$ cat src/rtl/bcfu_regs.svh
`ifndef BCFU_REGS_SVH
`define BCFU_REGS_SVH

// Condition code bit positions
`define BCFU_CC_C 0
`define BCFU_CC_V 1
`define BCFU_CC_Z 2
`define BCFU_CC_N 3
`define BCFU_CC_H 5

// Jump condition selector
`define BCFU_J_ALWAYS   4'h0
`define BCFU_J_NEVER    4'h1
`define BCFU_J_HI       4'h2
`define BCFU_J_LS       4'h3
`define BCFU_J_CARRY0   4'h4
`define BCFU_J_CARRY1   4'h5
`define BCFU_J_NE       4'h6
`define BCFU_J_EQ       4'h7
`define BCFU_J_OVF0     4'h8
`define BCFU_J_OVF1     4'h9
`define BCFU_J_PLUS     4'ha
`define BCFU_J_MINUS    4'hb
`define BCFU_J_GE       4'hc
`define BCFU_J_LT       4'hd
`define BCFU_J_GT       4'he
`define BCFU_J_LE       4'hf

// Register byte offsets
`define BCFU_OFS_CTRL   4'h0
`define BCFU_OFS_STATUS 4'h4
`define BCFU_OFS_COUNT  4'h8

// Field positions and reset values
`define BCFU_CTRL_EN     0
`define BCFU_CTRL_RST    1'b1
`define BCFU_ST_BUSY     0
`define BCFU_ST_TAKEN    1
`define BCFU_ST_CC_LSB   8
`define BCFU_ST_CC_MSB   15

// Constants
`define BCFU_ZERO8   8'h00
`define BCFU_STEP    16'h0001

`endif

$ cat src/rtl/bcfu_pkg.sv
package bcfu_pkg;

    typedef enum logic [2:0] {
        OP_JUMP, OP_CALL, OP_BITTEST, OP_CLR_ACC, OP_CLR_MEM, OP_CMP8, OP_CMP16
    } bcfu_op_e;

    typedef enum logic [2:0] {
        ST_IDLE, ST_CLR_RD, ST_CLR_WR, ST_PUSH_LO, ST_PUSH_HI
    } bcfu_state_e;

    typedef struct packed {
        bcfu_op_e    op;
        logic [3:0]  cond;
        logic        long_off;
        logic [15:0] acc;
        logic [15:0] mem;
        logic [15:0] offset;
        logic [7:0]  cc;
        logic [15:0] pc;
        logic [15:0] sp;
        logic [15:0] ea;
    } bcfu_req_s;

    typedef struct packed {
        logic [7:0]  cc;
        logic [15:0] pc;
        logic [15:0] sp;
        logic [7:0]  data;
        logic        acc_we;
        logic        taken;
    } bcfu_res_s;

    typedef struct packed {
        logic        valid;
        logic        we;
        logic [15:0] addr;
        logic [7:0]  wdata;
    } bcfu_mem_s;

    typedef struct packed {
        bcfu_state_e st;
        bcfu_req_s   req;
        bcfu_res_s   res;
        logic        done;
        bcfu_mem_s   mem;
        logic        en;
        logic [15:0] cnt;
        logic        ack;
        logic [31:0] dat;
    } bcfu_state_s;

endpackage

$ cat src/rtl/bcfu_top.sv
// Summary of operation
// - Signed greater: N equals V and Z clear
// - Unsigned higher: C or Z equals zero
// - Higher-or-same and carry-clear share one code
// - Bit test: AND, set N Z, clear V
// - Signed at most: Z or N xor V
// - Unsigned lower and carry-set share one code
// - Unsigned at most: C or Z set
// - Signed less: exactly one of N, V
// - Minus jump taken when N set
// - Not equal jump taken when Z clear
// - Plus jump taken when N clear
// - Unconditional jump loads PC plus offset
// - Never jump consumes offset, no branch
// - Call pushes PC low, then high, jumps
// - No overflow jump taken when V clear
// - Overflow jump taken when V set
// - Clear writes zero, N V C clear, Z set
// - Memory clear reads address before writing
// - 8-bit compare sets flags, stores nothing
// - Compare carry is inverted subtraction carry
// - 16-bit compare sets flags, H unchanged
//
// The Wishbone register port and the register addresses were decided locally.
`timescale 1ns/1ns
`default_nettype none
`include "bcfu_regs.svh"
module bcfu_top (
    // Clock and reset
    input  wire logic                clk,
    input  wire logic                reset,
    // Sequencer request
    input  wire logic                req_valid_i,
    input  wire bcfu_pkg::bcfu_req_s req_i,
    output logic                     req_ready_o,
    // Result
    output logic                     done_o,
    output var bcfu_pkg::bcfu_res_s  res_o,
    // Memory and stack path
    output var bcfu_pkg::bcfu_mem_s  mem_o,
    input  wire logic                mem_ack_i,
    // Wishbone slave
    input  wire logic                wb_cyc_i,
    input  wire logic                wb_stb_i,
    input  wire logic                wb_we_i,
    input  wire logic [3:0]          wb_adr_i,
    input  wire logic [3:0]          wb_sel_i,
    input  wire logic [31:0]         wb_dat_i,
    output logic [31:0]              wb_dat_o,
    output logic                     wb_ack_o
);

    bcfu_pkg::bcfu_state_s s_reg;
    bcfu_pkg::bcfu_state_s s_next;
    logic                  take;
    logic                  wr;
    logic                  inc;
    logic [7:0]            and_res;
    logic [8:0]            d8;
    logic [16:0]           d16;
    logic [15:0]           tgt_now;
    logic [15:0]           tgt_held;

    function automatic logic [15:0] sext(input logic lng, input logic [15:0] o);
        sext = lng ? o : {{8{o[7]}}, o[7:0]};
    endfunction

    function automatic logic cond_met(input logic [3:0] c, input logic [7:0] f);
        logic n;
        logic z;
        logic v;
        logic cy;
        n = f[`BCFU_CC_N];
        z = f[`BCFU_CC_Z];
        v = f[`BCFU_CC_V];
        cy = f[`BCFU_CC_C];
        case (c)
            `BCFU_J_ALWAYS: cond_met = 1'b1;
            `BCFU_J_NEVER:  cond_met = 1'b0;
            `BCFU_J_HI:     cond_met = (cy | z) == 1'b0;
            `BCFU_J_LS:     cond_met = (cy | z) == 1'b1;
            `BCFU_J_CARRY0: cond_met = !cy;
            `BCFU_J_CARRY1: cond_met = cy;
            `BCFU_J_NE:     cond_met = !z;
            `BCFU_J_EQ:     cond_met = z;
            `BCFU_J_OVF0:   cond_met = !v;
            `BCFU_J_OVF1:   cond_met = v;
            `BCFU_J_PLUS:   cond_met = !n;
            `BCFU_J_MINUS:  cond_met = n;
            `BCFU_J_GE:     cond_met = (n ^ v) == 1'b0;
            `BCFU_J_LT:     cond_met = (n ^ v) == 1'b1;
            `BCFU_J_GT:     cond_met = (n == v) && !z;
            `BCFU_J_LE:     cond_met = z || ((n ^ v) == 1'b1);
            default:        cond_met = 1'b0;
        endcase
    endfunction

    assign req_ready_o = (s_reg.st == bcfu_pkg::ST_IDLE) && s_reg.en;
    assign take        = req_valid_i && req_ready_o;
    assign done_o      = s_reg.done;
    assign res_o       = s_reg.res;
    assign mem_o       = s_reg.mem;
    assign wb_ack_o    = s_reg.ack;
    assign wb_dat_o    = s_reg.dat;

    assign d8       = {1'b0, req_i.acc[7:0]} + {1'b0, ~req_i.mem[7:0]} + 9'h001;
    assign d16      = {1'b0, req_i.acc} + {1'b0, ~req_i.mem} + 17'h00001;
    assign and_res  = req_i.acc[7:0] & req_i.mem[7:0];
    assign tgt_now  = req_i.pc + sext(req_i.long_off, req_i.offset);
    assign tgt_held = s_reg.req.pc + sext(s_reg.req.long_off, s_reg.req.offset);

    always_comb
    begin
        s_next = s_reg;
        s_next.done = 1'b0;
        s_next.ack = wb_cyc_i && wb_stb_i && !s_reg.ack;
        wr = wb_cyc_i && wb_stb_i && wb_we_i && s_reg.ack;
        if (s_next.ack)
        begin
            s_next.dat = 32'h0000_0000;
            case (wb_adr_i)
                `BCFU_OFS_CTRL:
                    s_next.dat[`BCFU_CTRL_EN] = s_reg.en;
                `BCFU_OFS_STATUS:
                begin
                    s_next.dat[`BCFU_ST_BUSY] = s_reg.st != bcfu_pkg::ST_IDLE;
                    s_next.dat[`BCFU_ST_TAKEN] = s_reg.res.taken;
                    s_next.dat[`BCFU_ST_CC_MSB:`BCFU_ST_CC_LSB] = s_reg.res.cc;
                end
                `BCFU_OFS_COUNT:
                    s_next.dat[15:0] = s_reg.cnt;
                default:
                    s_next.dat = 32'h0000_0000;
            endcase
        end
        if (wr && wb_adr_i == `BCFU_OFS_CTRL && wb_sel_i[0])
            s_next.en = wb_dat_i[`BCFU_CTRL_EN];
        case (s_reg.st)
            bcfu_pkg::ST_IDLE:
                if (take)
                begin
                    s_next.req = req_i;
                    s_next.res.cc = req_i.cc;
                    s_next.res.pc = req_i.pc;
                    s_next.res.sp = req_i.sp;
                    s_next.res.data = `BCFU_ZERO8;
                    s_next.res.acc_we = 1'b0;
                    s_next.res.taken = 1'b0;
                    s_next.done = 1'b1;
                    case (req_i.op)
                        bcfu_pkg::OP_JUMP:
                        begin
                            s_next.res.taken = cond_met(req_i.cond, req_i.cc);
                            if (s_next.res.taken)
                                s_next.res.pc = tgt_now;
                        end
                        bcfu_pkg::OP_CALL:
                        begin
                            s_next.done = 1'b0;
                            s_next.st = bcfu_pkg::ST_PUSH_LO;
                            s_next.mem.valid = 1'b1;
                            s_next.mem.we = 1'b1;
                            s_next.mem.addr = req_i.sp - `BCFU_STEP;
                            s_next.mem.wdata = req_i.pc[7:0];
                        end
                        bcfu_pkg::OP_BITTEST:
                        begin
                            s_next.res.cc[`BCFU_CC_N] = and_res[7];
                            s_next.res.cc[`BCFU_CC_Z] = and_res == `BCFU_ZERO8;
                            s_next.res.cc[`BCFU_CC_V] = 1'b0;
                        end
                        bcfu_pkg::OP_CLR_ACC, bcfu_pkg::OP_CLR_MEM:
                        begin
                            s_next.res.cc[`BCFU_CC_N] = 1'b0;
                            s_next.res.cc[`BCFU_CC_Z] = 1'b1;
                            s_next.res.cc[`BCFU_CC_V] = 1'b0;
                            s_next.res.cc[`BCFU_CC_C] = 1'b0;
                            s_next.res.acc_we = req_i.op == bcfu_pkg::OP_CLR_ACC;
                            if (req_i.op == bcfu_pkg::OP_CLR_MEM)
                            begin
                                s_next.done = 1'b0;
                                s_next.st = bcfu_pkg::ST_CLR_RD;
                                s_next.mem.valid = 1'b1;
                                s_next.mem.we = 1'b0;
                                s_next.mem.addr = req_i.ea;
                                s_next.mem.wdata = `BCFU_ZERO8;
                            end
                        end
                        bcfu_pkg::OP_CMP8:
                        begin
                            s_next.res.cc[`BCFU_CC_N] = d8[7];
                            s_next.res.cc[`BCFU_CC_Z] = d8[7:0] == `BCFU_ZERO8;
                            s_next.res.cc[`BCFU_CC_V] = (req_i.acc[7] ^ req_i.mem[7])
                                                       & (req_i.acc[7] ^ d8[7]);
                            s_next.res.cc[`BCFU_CC_C] = !d8[8];
                        end
                        bcfu_pkg::OP_CMP16:
                        begin
                            s_next.res.cc[`BCFU_CC_N] = d16[15];
                            s_next.res.cc[`BCFU_CC_Z] = d16[15:0] == 16'h0000;
                            s_next.res.cc[`BCFU_CC_V] = (req_i.acc[15] ^ req_i.mem[15])
                                                       & (req_i.acc[15] ^ d16[15]);
                            s_next.res.cc[`BCFU_CC_C] = !d16[16];
                        end
                        default:
                            s_next.done = 1'b1;
                    endcase
                end
            bcfu_pkg::ST_CLR_RD:
                if (mem_ack_i)
                begin
                    s_next.mem.we = 1'b1;
                    s_next.st = bcfu_pkg::ST_CLR_WR;
                end
            bcfu_pkg::ST_CLR_WR:
                if (mem_ack_i)
                begin
                    s_next.mem.valid = 1'b0;
                    s_next.st = bcfu_pkg::ST_IDLE;
                    s_next.done = 1'b1;
                end
            bcfu_pkg::ST_PUSH_LO:
                if (mem_ack_i)
                begin
                    s_next.mem.addr = s_reg.mem.addr - `BCFU_STEP;
                    s_next.mem.wdata = s_reg.req.pc[15:8];
                    s_next.st = bcfu_pkg::ST_PUSH_HI;
                end
            bcfu_pkg::ST_PUSH_HI:
                if (mem_ack_i)
                begin
                    s_next.mem.valid = 1'b0;
                    s_next.st = bcfu_pkg::ST_IDLE;
                    s_next.done = 1'b1;
                    s_next.res.taken = 1'b1;
                    s_next.res.pc = tgt_held;
                    s_next.res.sp = s_reg.mem.addr;
                end
            default:
                s_next.st = bcfu_pkg::ST_IDLE;
        endcase
        inc = s_next.done && s_next.res.taken;
        // A clear in the same cycle as an increment loads the count with 1
        if (wr && wb_adr_i == `BCFU_OFS_COUNT && wb_sel_i[0])
            s_next.cnt = {15'h0000, inc};
        else
            s_next.cnt = s_reg.cnt + {15'h0000, inc};
    end

    always_ff @(posedge clk or posedge reset)
    begin
        if (reset)
        begin
            s_reg <= '0;
            s_reg.st <= bcfu_pkg::ST_IDLE;
            s_reg.en <= `BCFU_CTRL_RST;
        end
        else
            s_reg <= s_next;
    end

    logic       jd;
    logic [7:0] qf;
    logic [3:0] qc;
    assign jd = done_o && s_reg.req.op == bcfu_pkg::OP_JUMP;
    assign qf = s_reg.req.cc;
    assign qc = s_reg.req.cond;
endmodule
`default_nettype wire

$ cat config.mk
export PLATFORM = sky130hd
export DESIGN_NAME = bcfu_top
export DESIGN_NICKNAME = d
export VERILOG_FILES = /design/src/rtl/bcfu_pkg.sv /design/src/rtl/bcfu_top.sv
export VERILOG_INCLUDE_DIRS = /design/src /design/src/rtl
export SDC_FILE = /design/constraint.sdc
export NUM_CORES = 1
export LEC_CHECK = 0
export ABC_AREA = 1
export BUFFER_PORTS_ARGS = -buffer_cell sky130_fd_sc_hd__buf_2
export CELL_PAD_IN_SITES_DETAIL_PLACEMENT = 1
export CELL_PAD_IN_SITES_GLOBAL_PLACEMENT = 2
export CORE_UTILIZATION = 29
export DETAILED_ROUTE_END_ITERATION = 10
export GPL_ROUTABILITY_DRIVEN = 1
export MAX_ROUTING_LAYER = met4
export PLACE_DENSITY_LB_ADDON = 0.1
export SYNTH_ARGS = -nofsm -noshare
export SYNTH_HDL_FRONTEND = slang
export SYNTH_SLANG_ARGS = --single-unit
$ cat constraint.sdc
create_clock -name clk -period 5.74 [get_ports clk]
set_input_delay 0.574 -clock clk [delete_from_list [all_inputs] [get_ports clk]]
set_output_delay 0.574 -clock clk [all_outputs]
set_load 0.02 [all_outputs]
== Word-level counts from Yosys, hierarchy flattened ==
Cells that the tools add are included.
Cells by class
  order comparisons: 0
  eq/ne operators: 36
  shift operators: 0
  bitwise gates (word level): 13
  multiply operators: 0
  mux-type cells: 37
  add/subtract/negate cells: 9
  divide/modulo/power cells: 0
  reduce and logical (&&, ||, !) cells: 40
Operators with widths (count)
  2-to-1 mux 192 bit: 1
  2-to-1 mux 16 bit: 5
  one-hot mux 32 bit (2 select lines): 1
  one-hot mux 26 bit (2 select lines): 1
  one-hot mux 24 bit (2 select lines): 1
  equality test 4 bit, second input constant: 9
  adder 16 bit: 2
  2-to-1 mux 32 bit: 1
  subtractor 16 x 1 -> 16 bit, second input constant: 2
  2-to-1 mux 27 bit: 1
  2-to-1 mux 24 bit: 1
  one-hot mux 3 bit (4 select lines): 2
  equality test 4 x 3 -> 1 bit, second input constant: 5
  adder 16 x 16 -> 17 bit: 1
  adder 17 x 1 -> 17 bit, second input constant: 1
  adder 16 x 1 -> 16 bit: 1
  zero test 16 bit: 1
  zero test 8 bit: 2
  NOT 16 bit: 1
  one-hot mux 1 bit (16 select lines): 1
  one-hot mux 8 bit (2 select lines): 1
  2-to-1 mux 3 bit: 5
  equality test 3 x 2 -> 1 bit, second input constant: 4
  equality test 3 bit, second input constant: 4
  35 further kinds: 81
Word-level totals
  ROM bits: 0
  bits in registers: 218
  memories kept: 0
  bits in latches: 0
  RAM bits: 0
  input port bits: 159
  output and inout bits: 111

== Longest topological paths before layout ==
Gate-level depths: netlist of run 1.
  depth in word-level cells: 13
  depth in mapped cells: 24
  gate-level depth less buffers: 24

== Worst setup path before layout of run 1 ==
Ideal clock, no wire load.
  path type: input port to flip-flop
  start: in req_i[105] (netlist bit)
  end: reg s_reg[47] (netlist bit)
  data required time: 5675 ps
  path buffers: 0
  cell stages on the path: 21
  slack: 2820 ps
  arrival time: 2855 ps
  cells stage by stage: inv_1 > nand2_1 > o31ai_1 > nor2_1 > nand3_1 > nand3_2 > nand2_1 > nand2_1 > nor2_1 > ha_1 > nand2_1 > inv_1 > nand2_1 > nor3_4 > nand2_1 > nor2_1 > nand3_1 > nor2_1 > inv_1 > nor3_1 > o21a_1
RTL lines
  start: declaration: RTL line bcfu_top.sv:34  | input wire bcfu_pkg::bcfu_req_s req_i,
  end signal: assignment: RTL line bcfu_top.sv:259  | s_reg <= s_next;
  end: declaration: RTL line bcfu_top.sv:53  | bcfu_pkg::bcfu_state_s s_reg;

==> out/results.md, run 1 <==
| Stage | Result | Value |
|---|---|---|
| outcome | Status | complete, no violations |
| yosys | Count of flip-flops with a built-in enable after synthesis | 0 |
| clock tree | Clock transition time at the flip-flop clock pins of the worst setup and hold paths | 70 ps |
| timing | Number of pins with negative max-slew slack in the final report | 0 |
| pwr | Peak supply drop | 0.0002276 V |
| timing | Setup violators final | 0 |
| worst setup path | Biggest fanout along the worst timing path | 16 |
| clock tree | CTS tree | done |
| clock tree | Total of cells resized after clock tree synthesis | 0 |
| yosys | Combined area of all synthesized cells | 10950 um^2 |
| finish | Layout Area Growth over Synthesis | 12.90% |
| timing | Fraction of the cycle the final worst path needs | 63.81% |
| clock tree | Clock root buffer master | clkbuf_16 |
| finish | Layout cell share with drive strength beyond 1 | 15.76% |
| yosys | Post-synthesis cell type count | 54 |
| finish | Sequential cell area in the final layout | 3480 um^2 |
| worst setup path | R2r startpoint | s_reg[240] |
| worst setup path | Startpoint type of the worst setup path | flop |
| pwr | Power density over cell area | 446.6 nW/um^2 |
| min path | Min-Delay Path Class | in2async |
| worst setup path | R2r worst-path depth | 20 |
| global routing | Wire length of the first global-routing pass | 61200 um |
| global routing | Global routing usage summed across all routing layers | 20.98% |
| routing | Vias per Instance | 4.633 |
| placement | Final HPWL DP | 29880 um |
| floorplan | Top-level port count | 270 |
| routing | Number of remaining DRC errors | 0 |
| worst setup path | CP arrival | 4050 ps |
| global routing | Vias in the first global route | 11042 |
| routing | Post-DRT Antenna Nets | 0 |
| clock tree | Number of buffers inserted for hold repair after clock tree synthesis | 0 |
| floorplan | Initial core utilization | 29.70% |
| timing | Setup repair after global routing missed its margin | false |
| yosys | Synth Flop Type | dfrtp_1 |
| yosys | Post-Syn Instances | 1616 |
| timing | Timing-limited maximum frequency | 273.0 MHz |
| timing | Worst max-slew margin expressed relative to the limit | 42.01% |
| worst setup path | Endpoint required time on the critical path | 6130 ps |
| finish | Number of fillers in the final layout | 4741 |
| floorplan | X dimension of the die | 196.3 um |
| finish | Final cell utilization of the core | 33.54% |
| floorplan | Core Footprint | 36870 um^2 |
| worst setup path | Setup slack on the worst flop-to-flop path | 2080 ps |
| global routing | Residual overflow from global routing | 0 |
| yosys | Share of synthesized flip-flops with an asynchronous set or reset | 100.0% |
| yosys | Ys Warns | 0 |
| timing | Clock skew after layout | 19.06 ps |
| floorplan | Die Height | 196.3 um |
| worst setup path | Endpoint type of the worst setup path | flop |
| clock tree | Total number of H-tree levels | 4 |
| clock tree | CTS buffer count | 17 |
| floorplan | Placement Rows | 70 |
| finish | Diode insertion count for antenna repair | 0 |
| clock tree | Clock latency reported for the late side of the worst-skew pair | 440 ps |
| yosys | Share of synthesized area occupied by flip-flops and latches | 31.77% |
| routing | Vias after detailed routing | 10419 |
| worst setup path | Endpoint of the worst-slack reg-to-reg timing path | s_reg[47] |
| global routing | Maximum number of pins on one net before global-route repair | 86 |
| placement | Global placement routability congestion | 0.8019 |
| timing | Transition time at the pin with the least slew margin | 866.6 ps |
| routing | Total Routed Length | 38010 um |
| routing | Iter 0 DRT Violations | 413 |
| yosys | Mean instance size in the synthesized netlist | 6.778 um^2 |
| yosys | Register bit total from synthesis | 139 |
| placement | Count of input and output buffers | 211 |
| floorplan | Die footprint | 38550 um^2 |
| clock tree | Post-CTS Setup Repair Bufs | 0 |
| finish | Max FFs per register | 53 |
| worst setup path | Class of the most critical setup path | reg2reg |
| clock tree | Clock sink count | 139 |
| clock tree | Maximum count of clock buffers along a single path | 2 |
| timing | Hold Violations, Final | 0 |
| timing | Setup tns final | 0 ps |
| pwr | Lkg Pwr | 6.582 nW |
| routing | 1st-pass router iterations | 5 |
| finish | Total Nets Final | 1951 |
| worst setup path | Capture point of the critical path | s_reg[47] |
| finish | Multi-input gate area in the final layout | 5894 um^2 |
| run | Max-cap violations | 0 |
| timing | Final period demand of the worst path | 3663 ps |
| worst setup path | Crit. Startpoint | s_reg[240] |
| global routing | Antenna violations before repair | 0 |
| routing | Post-detailed-route wirelength per cell | 16.90 um |
## worst min-delay path by stage
stage               cells past startpoint  slack (ps)  startpoint    endpoint
floorplan                               2         450  s_reg[183]  s_reg[183]
global placement                        2         460  s_reg[162]  s_reg[162]
detailed placement                      2         470  s_reg[164]  s_reg[164]
CTS                                     3         320   req_i[52]       qf[4]
global route                            3         330   req_i[52]       qf[4]
finish                                  2         300       reset   mem_o[13]
## kinds of logic after synthesis
| kind of cell | Yosys count | synth area share [%] |
|---|---|---|
| AND/OR/NAND/NOR | 779 | 29.18 |
| AO/OA/AOI/OAI | 278 | 14.19 |
| adder cells (fa/ha/maj) | 60 | 6.991 |
| XOR/XNOR | 33 | 2.639 |
| buffers and inverters | 326 | 15.20 |
| flip-flops | 139 | 31.77 |
| other | 1 | 0.03424 |
## cells in the mapped netlist (all sizes together) (4+ instances only)
cell | number | area share (%)
nand2 | 488 | 17
dfrtp | 138 | 32
o21a | 4 | 0.27
a31oi | 37 | 2.1
clkbuf | 17 | 0.58
a21o | 5 | 0.34
o31ai | 7 | 0.48
nand4 | 12 | 0.69
nor4 | 6 | 0.34
o21ai | 113 | 5.2
inv | 176 | 6.0
buf | 130 | 8.5
nor2 | 160 | 5.6
a21oi | 93 | 4.4
nor3 | 24 | 1.2
xnor2 | 10 | 0.80
nand3 | 72 | 3.3
or2 | 4 | 0.23
ha | 58 | 6.6
xor2 | 23 | 1.8
nor3b | 4 | 0.38
## layout by cell type, fill, tap and decap left out, types with 10 or more instances in the layout
| master | count |
|---|---|
| o21ai_1 | 12 |
| nand3_1 | 71 |
| xor2_1 | 23 |
| nor3_1 | 22 |
| buf_2 | 211 |
| dfrtp_1 | 138 |
| ha_1 | 58 |
| a31oi_1 | 37 |
| nor2_1 | 157 |
| clkbuf_16 | 17 |
| xnor2_1 | 10 |
| a21oi_1 | 90 |
| conb_1 | 24 |
| inv_1 | 171 |
| nand2_1 | 484 |
| buf_4 | 10 |
| o21ai_0 | 101 |
| nand4_1 | 12 |
## worst max-delay path, stage by stage (launching register included)
cell     delay, ps
dfrtp_1        420
nor2_2         150
nand2_2        160
nor3b_4        550
nand3_2        120
buf_4          240
nand2_1         80
nand2_1         50
nor2_1         190
ha_1           190
nand2_1         60
inv_1           60
nand2_1        130
nor3_4         220
nand2_1        110
nor2_1         190
nand3_1        150
nor2_1         170
inv_1          110
nor3_1         140
o21a_1         120
## per-layer routing
metal  up-vias  GRT usage [%]  wire (um)
met2       152          35.01      18170
met3        28          2.858        981
met4         0          4.774        413
met5         -              -          0
li1       5322              -          -
met1      4917          26.87      18450
## report_power, final
| group | switching [W] | leakage [nW] | total [W] | internal, W |
|---|---|---|---|---|
| clock | 0.000481 | 0.252 | 0.00108 | 0.000598 |
| combinational | 0.00189 | 4.61 | 0.00279 | 0.000904 |
| sequential | 0.000304 | 1.72 | 0.00165 | 0.00135 |
## per-stage QoR
stage               instance area [um^2]  hold WS, ps  total power [W]  std cells  setup WS [ps]
finish                             12370        295.6         0.005523       2249           2077
global route                       12370        331.8         0.006040       2249           1542
CTS                                12370        322.1         0.005633       2249           1996
detailed placement                 11810        466.8         0.004518       2217           1919
global placement                   11810        461.4         0.004458       2217           1967
floorplan                          11040        445.9         0.003877       1639           1443
## final cells by class
type,instances,area share [%]
clock inverters,13,0.9714
well taps,504,5.100
multi-input cells,1174,47.67
inverters,179,5.474
repair buffers,221,9.147
flip-flops and latches,139,28.14
clock buffers,19,3.501
Power figures use the tool's default switching activity.
==> inputs of run 2 (changes only) <==
==> constraint.sdc (replaced) <==
create_clock -name clk -period 3.6 [get_ports clk]
set_input_delay 0.36 -clock clk [delete_from_list [all_inputs] [get_ports clk]]
set_output_delay 0.36 -clock clk [all_outputs]
set_load 0.02 [all_outputs]
==> run 2 against run 1 <==
Compared with the run above: utilization up 0.35 points; clock power up 69%; sequential power up 61%; worst hold slack worse by 260 ps; non-clock buffer count up 8; first-iteration DRC count down 18%; combinational power up 61%; clock skew down 11 ps; sequential share of layout area down 0.29 points; cell count up 0.40%; largest cell class unchanged.
==> out/results.md, run 2 (synthesized netlist as in run 1, its figures left out) <==
| Stage | Result | Value | Delta |
|---|---|---|---|
| clock tree | Clock sink count | 139 | unchanged |
| pwr | Peak supply drop | 0.0003600 V | +58% |
| clock tree | CTS buffer count | 17 | unchanged |
| timing | Final period demand of the worst path | 3160 ps | -502.9 ps |
| timing | Transition time at the pin with the least slew margin | 838.8 ps | -27.85 ps |
| finish | Top library cells by usage in the layout, fill and taps aside | 484 x nand2_1, 211 x buf_2, 171 x inv_1 |  |
| worst setup path | Endpoint required time on the critical path | 3980 ps | -2150 ps |
| global routing | Antenna violations before repair | 1 | +1 |
| floorplan | Top-level port count | 270 | unchanged |
| global routing | Top Usage Layer GRT | met2 |  |
| routing | Post-detailed-route wirelength per cell | 16.86 um | -0.25% |
| worst setup path | Biggest fanout along the worst timing path | 6 | -10 |
| floorplan | Placement Rows | 70 | unchanged |
| routing | Number of remaining DRC errors | 0 | unchanged |
| timing | Fraction of the cycle the final worst path needs | 87.78% | +24 points |
| global routing | Maximum number of pins on one net before global-route repair | 95 | +10% |
| placement | Count of input and output buffers | 211 | unchanged |
| global routing | Wire length of the first global-routing pass | 61000 um | -0.33% |
| global routing | Vias in the first global route | 11119 | +0.70% |
| timing | Clock skew after layout | 7.820 ps | -11.24 ps |
| worst setup path | Series of cell instances along the critical path | nor2_4 -> nand2_4 -> nor3b_4 -> nand3_2 -> nand2_1 -> nand2_1 -> nor2_2 -> ha_1 -> nand2_1 -> inv_1 -> nand2_1 -> nor3_4 -> nand2_1 -> nor2_2 -> nand3_1 -> nor2_1 -> inv_1 -> nor3_1 -> o21a_1 |  |
| timing | Number of pins with negative max-slew slack in the final report | 0 | unchanged |
| worst setup path | Worst path most repeated cell | nand2_1 |  |
| routing | 1st-pass router iterations | 4 | -1 |
| floorplan | Die footprint | 38550 um^2 | unchanged |
| routing | Post-DRT Antenna Nets | 0 | unchanged |
| outcome | Status | complete, no violations |  |
| worst setup path | Worst path slowest cell | dfrtp_1 |  |
| finish | Commonest non-fill, non-tap cell in the layout | nand2_1 |  |
| timing | Worst max-slew margin expressed relative to the limit | 43.78% | +1.8 points |
| placement | Global placement routability congestion | 0.7836 | -2.3% |
| global routing | M3 GR Usage | 2.122% | -0.74 points |
| floorplan | X dimension of the die | 196.3 um | unchanged |
| global routing | Met2 Use GR | 34.49% | -0.53 points |
| pwr | Sum of internal, switching and leakage power | 0.008967 W | +62% |
| floorplan | Die Height | 196.3 um | unchanged |
| clock tree | CTS tree | done |  |
| worst setup path | Crit. Startpoint | s_reg[240] |  |
| worst setup path | Worst path max stage delay | 440 ps | -110 ps |
| timing | Setup tns final | 0 ps | unchanged |
| worst setup path | Class of the most critical setup path | reg2reg |  |
| pwr | Power density over cell area | 717.6 nW/um^2 | +61% |
| global routing | Residual overflow from global routing | 0 | unchanged |
| floorplan | Core Footprint | 36870 um^2 | unchanged |
| timing | Setup violators final | 0 | unchanged |
| timing | Timing-limited maximum frequency | 316.5 MHz | +16% |
| routing | Vias after detailed routing | 10537 | +1.1% |
| finish | Number of fillers in the final layout | 4777 | +0.76% |
| global routing | Global routing usage summed across all routing layers | 20.95% | -0.026 points |
| finish | Max FFs per register | 53 | unchanged |
| finish | Total Nets Final | 1959 | +0.41% |
| min path | Min-Delay Path Class | in2async |  |
| floorplan | Initial core utilization | 29.70% | unchanged |
| clock tree | Clock latency reported for the late side of the worst-skew pair | 440 ps | about the same |
| placement | Final HPWL DP | 30060 um | +0.60% |
| routing | Iter 0 DRT Violations | 339 | -18% |
| run | Max-cap violations | 0 | unchanged |
| worst setup path | Endpoint type of the worst setup path | flop |  |
| timing | Setup repair after global routing missed its margin | false |  |
| global routing | Met1 routing resource usage after global routing | 27.34% | +0.47 points |
| clock tree | Total number of H-tree levels | 4 | unchanged |
| clock tree | Maximum count of clock buffers along a single path | 2 | unchanged |
| finish | Layout cell share with drive strength beyond 1 | 16.31% | +0.56 points |
| timing | Hold Violations, Final | 0 | unchanged |
| worst setup path | CP arrival | 3540 ps | -510 ps |
| clock tree | Clock transition time at the flip-flop clock pins of the worst setup and hold paths | 70 ps | about the same |
| clock tree | Clock root buffer master | clkbuf_16 |  |
| finish | Layout Area Growth over Synthesis | 14.08% |  |
| routing | Vias per Instance | 4.667 | +0.73% |
| worst setup path | Startpoint type of the worst setup path | flop |  |
| worst setup path | R2r startpoint | s_reg[240] |  |
| pwr | Lkg Pwr | 6.661 nW | +1.2% |
| routing | Total Routed Length | 38070 um | +0.15% |
[run 2: cell count changes in the layout (fill, tap and decap cells not counted), moves of 2 or more]
| cell | change |
|---|---|
| buf_4 | +7 |
| nor2_1 | -2 |
| clkinvlp_4 | -3 |
| clkinv_4 | +2 |
| clkbuf_8 | +2 |
[run 2: final timing paths]
kind,slack [ps],endpoint,depth (start not counted)
worst min-delay path,30,mem_o[12],3
max in group asynchronous,3000,s_reg[197],3
worst min register to register,480,res_o[36],2
worst max register to register,440,s_reg[47],19
worst max-delay path,440,s_reg[47],19
min in group clk,120,qf[5],3
[run 2: critical path, delay by kind of cell, from the launching register on]
kind	cells	cell delay [ps]
buffers and inverters	2	150
flip-flops	1	440
adder cells (fa/ha/maj)	1	160
AND/OR/NAND/NOR	15	2200
AO/OA/AOI/OAI	1	140
[run 2: layout make-up]
cell class                 count  area, um^2  share of cell area (%)
inverter                     179       675.6                   5.407
tap                          504       630.6                   5.047
clock inverter                12       137.6                   1.101
multi-input combinational   1174        5909                   47.29
sequential                   139        3480                   27.85
timing repair buffer         229        1204                   9.633
clock buffer                  20       456.7                   3.655
antenna                        1       2.502                 0.02003
[run 2: report_power, final]
| group | switching [W] | leakage, nW | internal, W |
|---|---|---|---|
| clock | 0.000764 | 0.287 | 0.00106 |
| sequential | 0.000495 | 1.72 | 0.00215 |
| combinational | 0.00302 | 4.65 | 0.00147 |
[run 2: layer usage]
metal | up-vias | routed length (um)
li1 | 5348 | -
met1 | 4986 | 18720
met2 | 171 | 17870
met3 | 32 | 879
met4 | 0 | 594
met5 | - | 0
[run 2: repair_timing]
| action | in CTS | in global routing |
|---|---|---|
| endpoints found under the setup margin | 0 | 3 |
| resized for setup | 0 | 4 |
| hold buffers | 0 | 0 |
| setup buffers | 0 | 2 |
[run 2: metrics by stage]
step	area (um^2)	util [%]	hold slack, ps	instances	setup slack, ps
2_1_floorplan	11040	-	445.9	1639	807.1
3_3_place_gp	11870	32.19	462.1	2223	318.1
3_5_place_dp	11870	32.19	465.2	2223	161.7
4_1_cts	12460	33.80	85.76	2255	182.6
5_1_grt	12500	33.89	93.55	2258	24.44
6_report	12500	33.89	32.55	2258	440.0
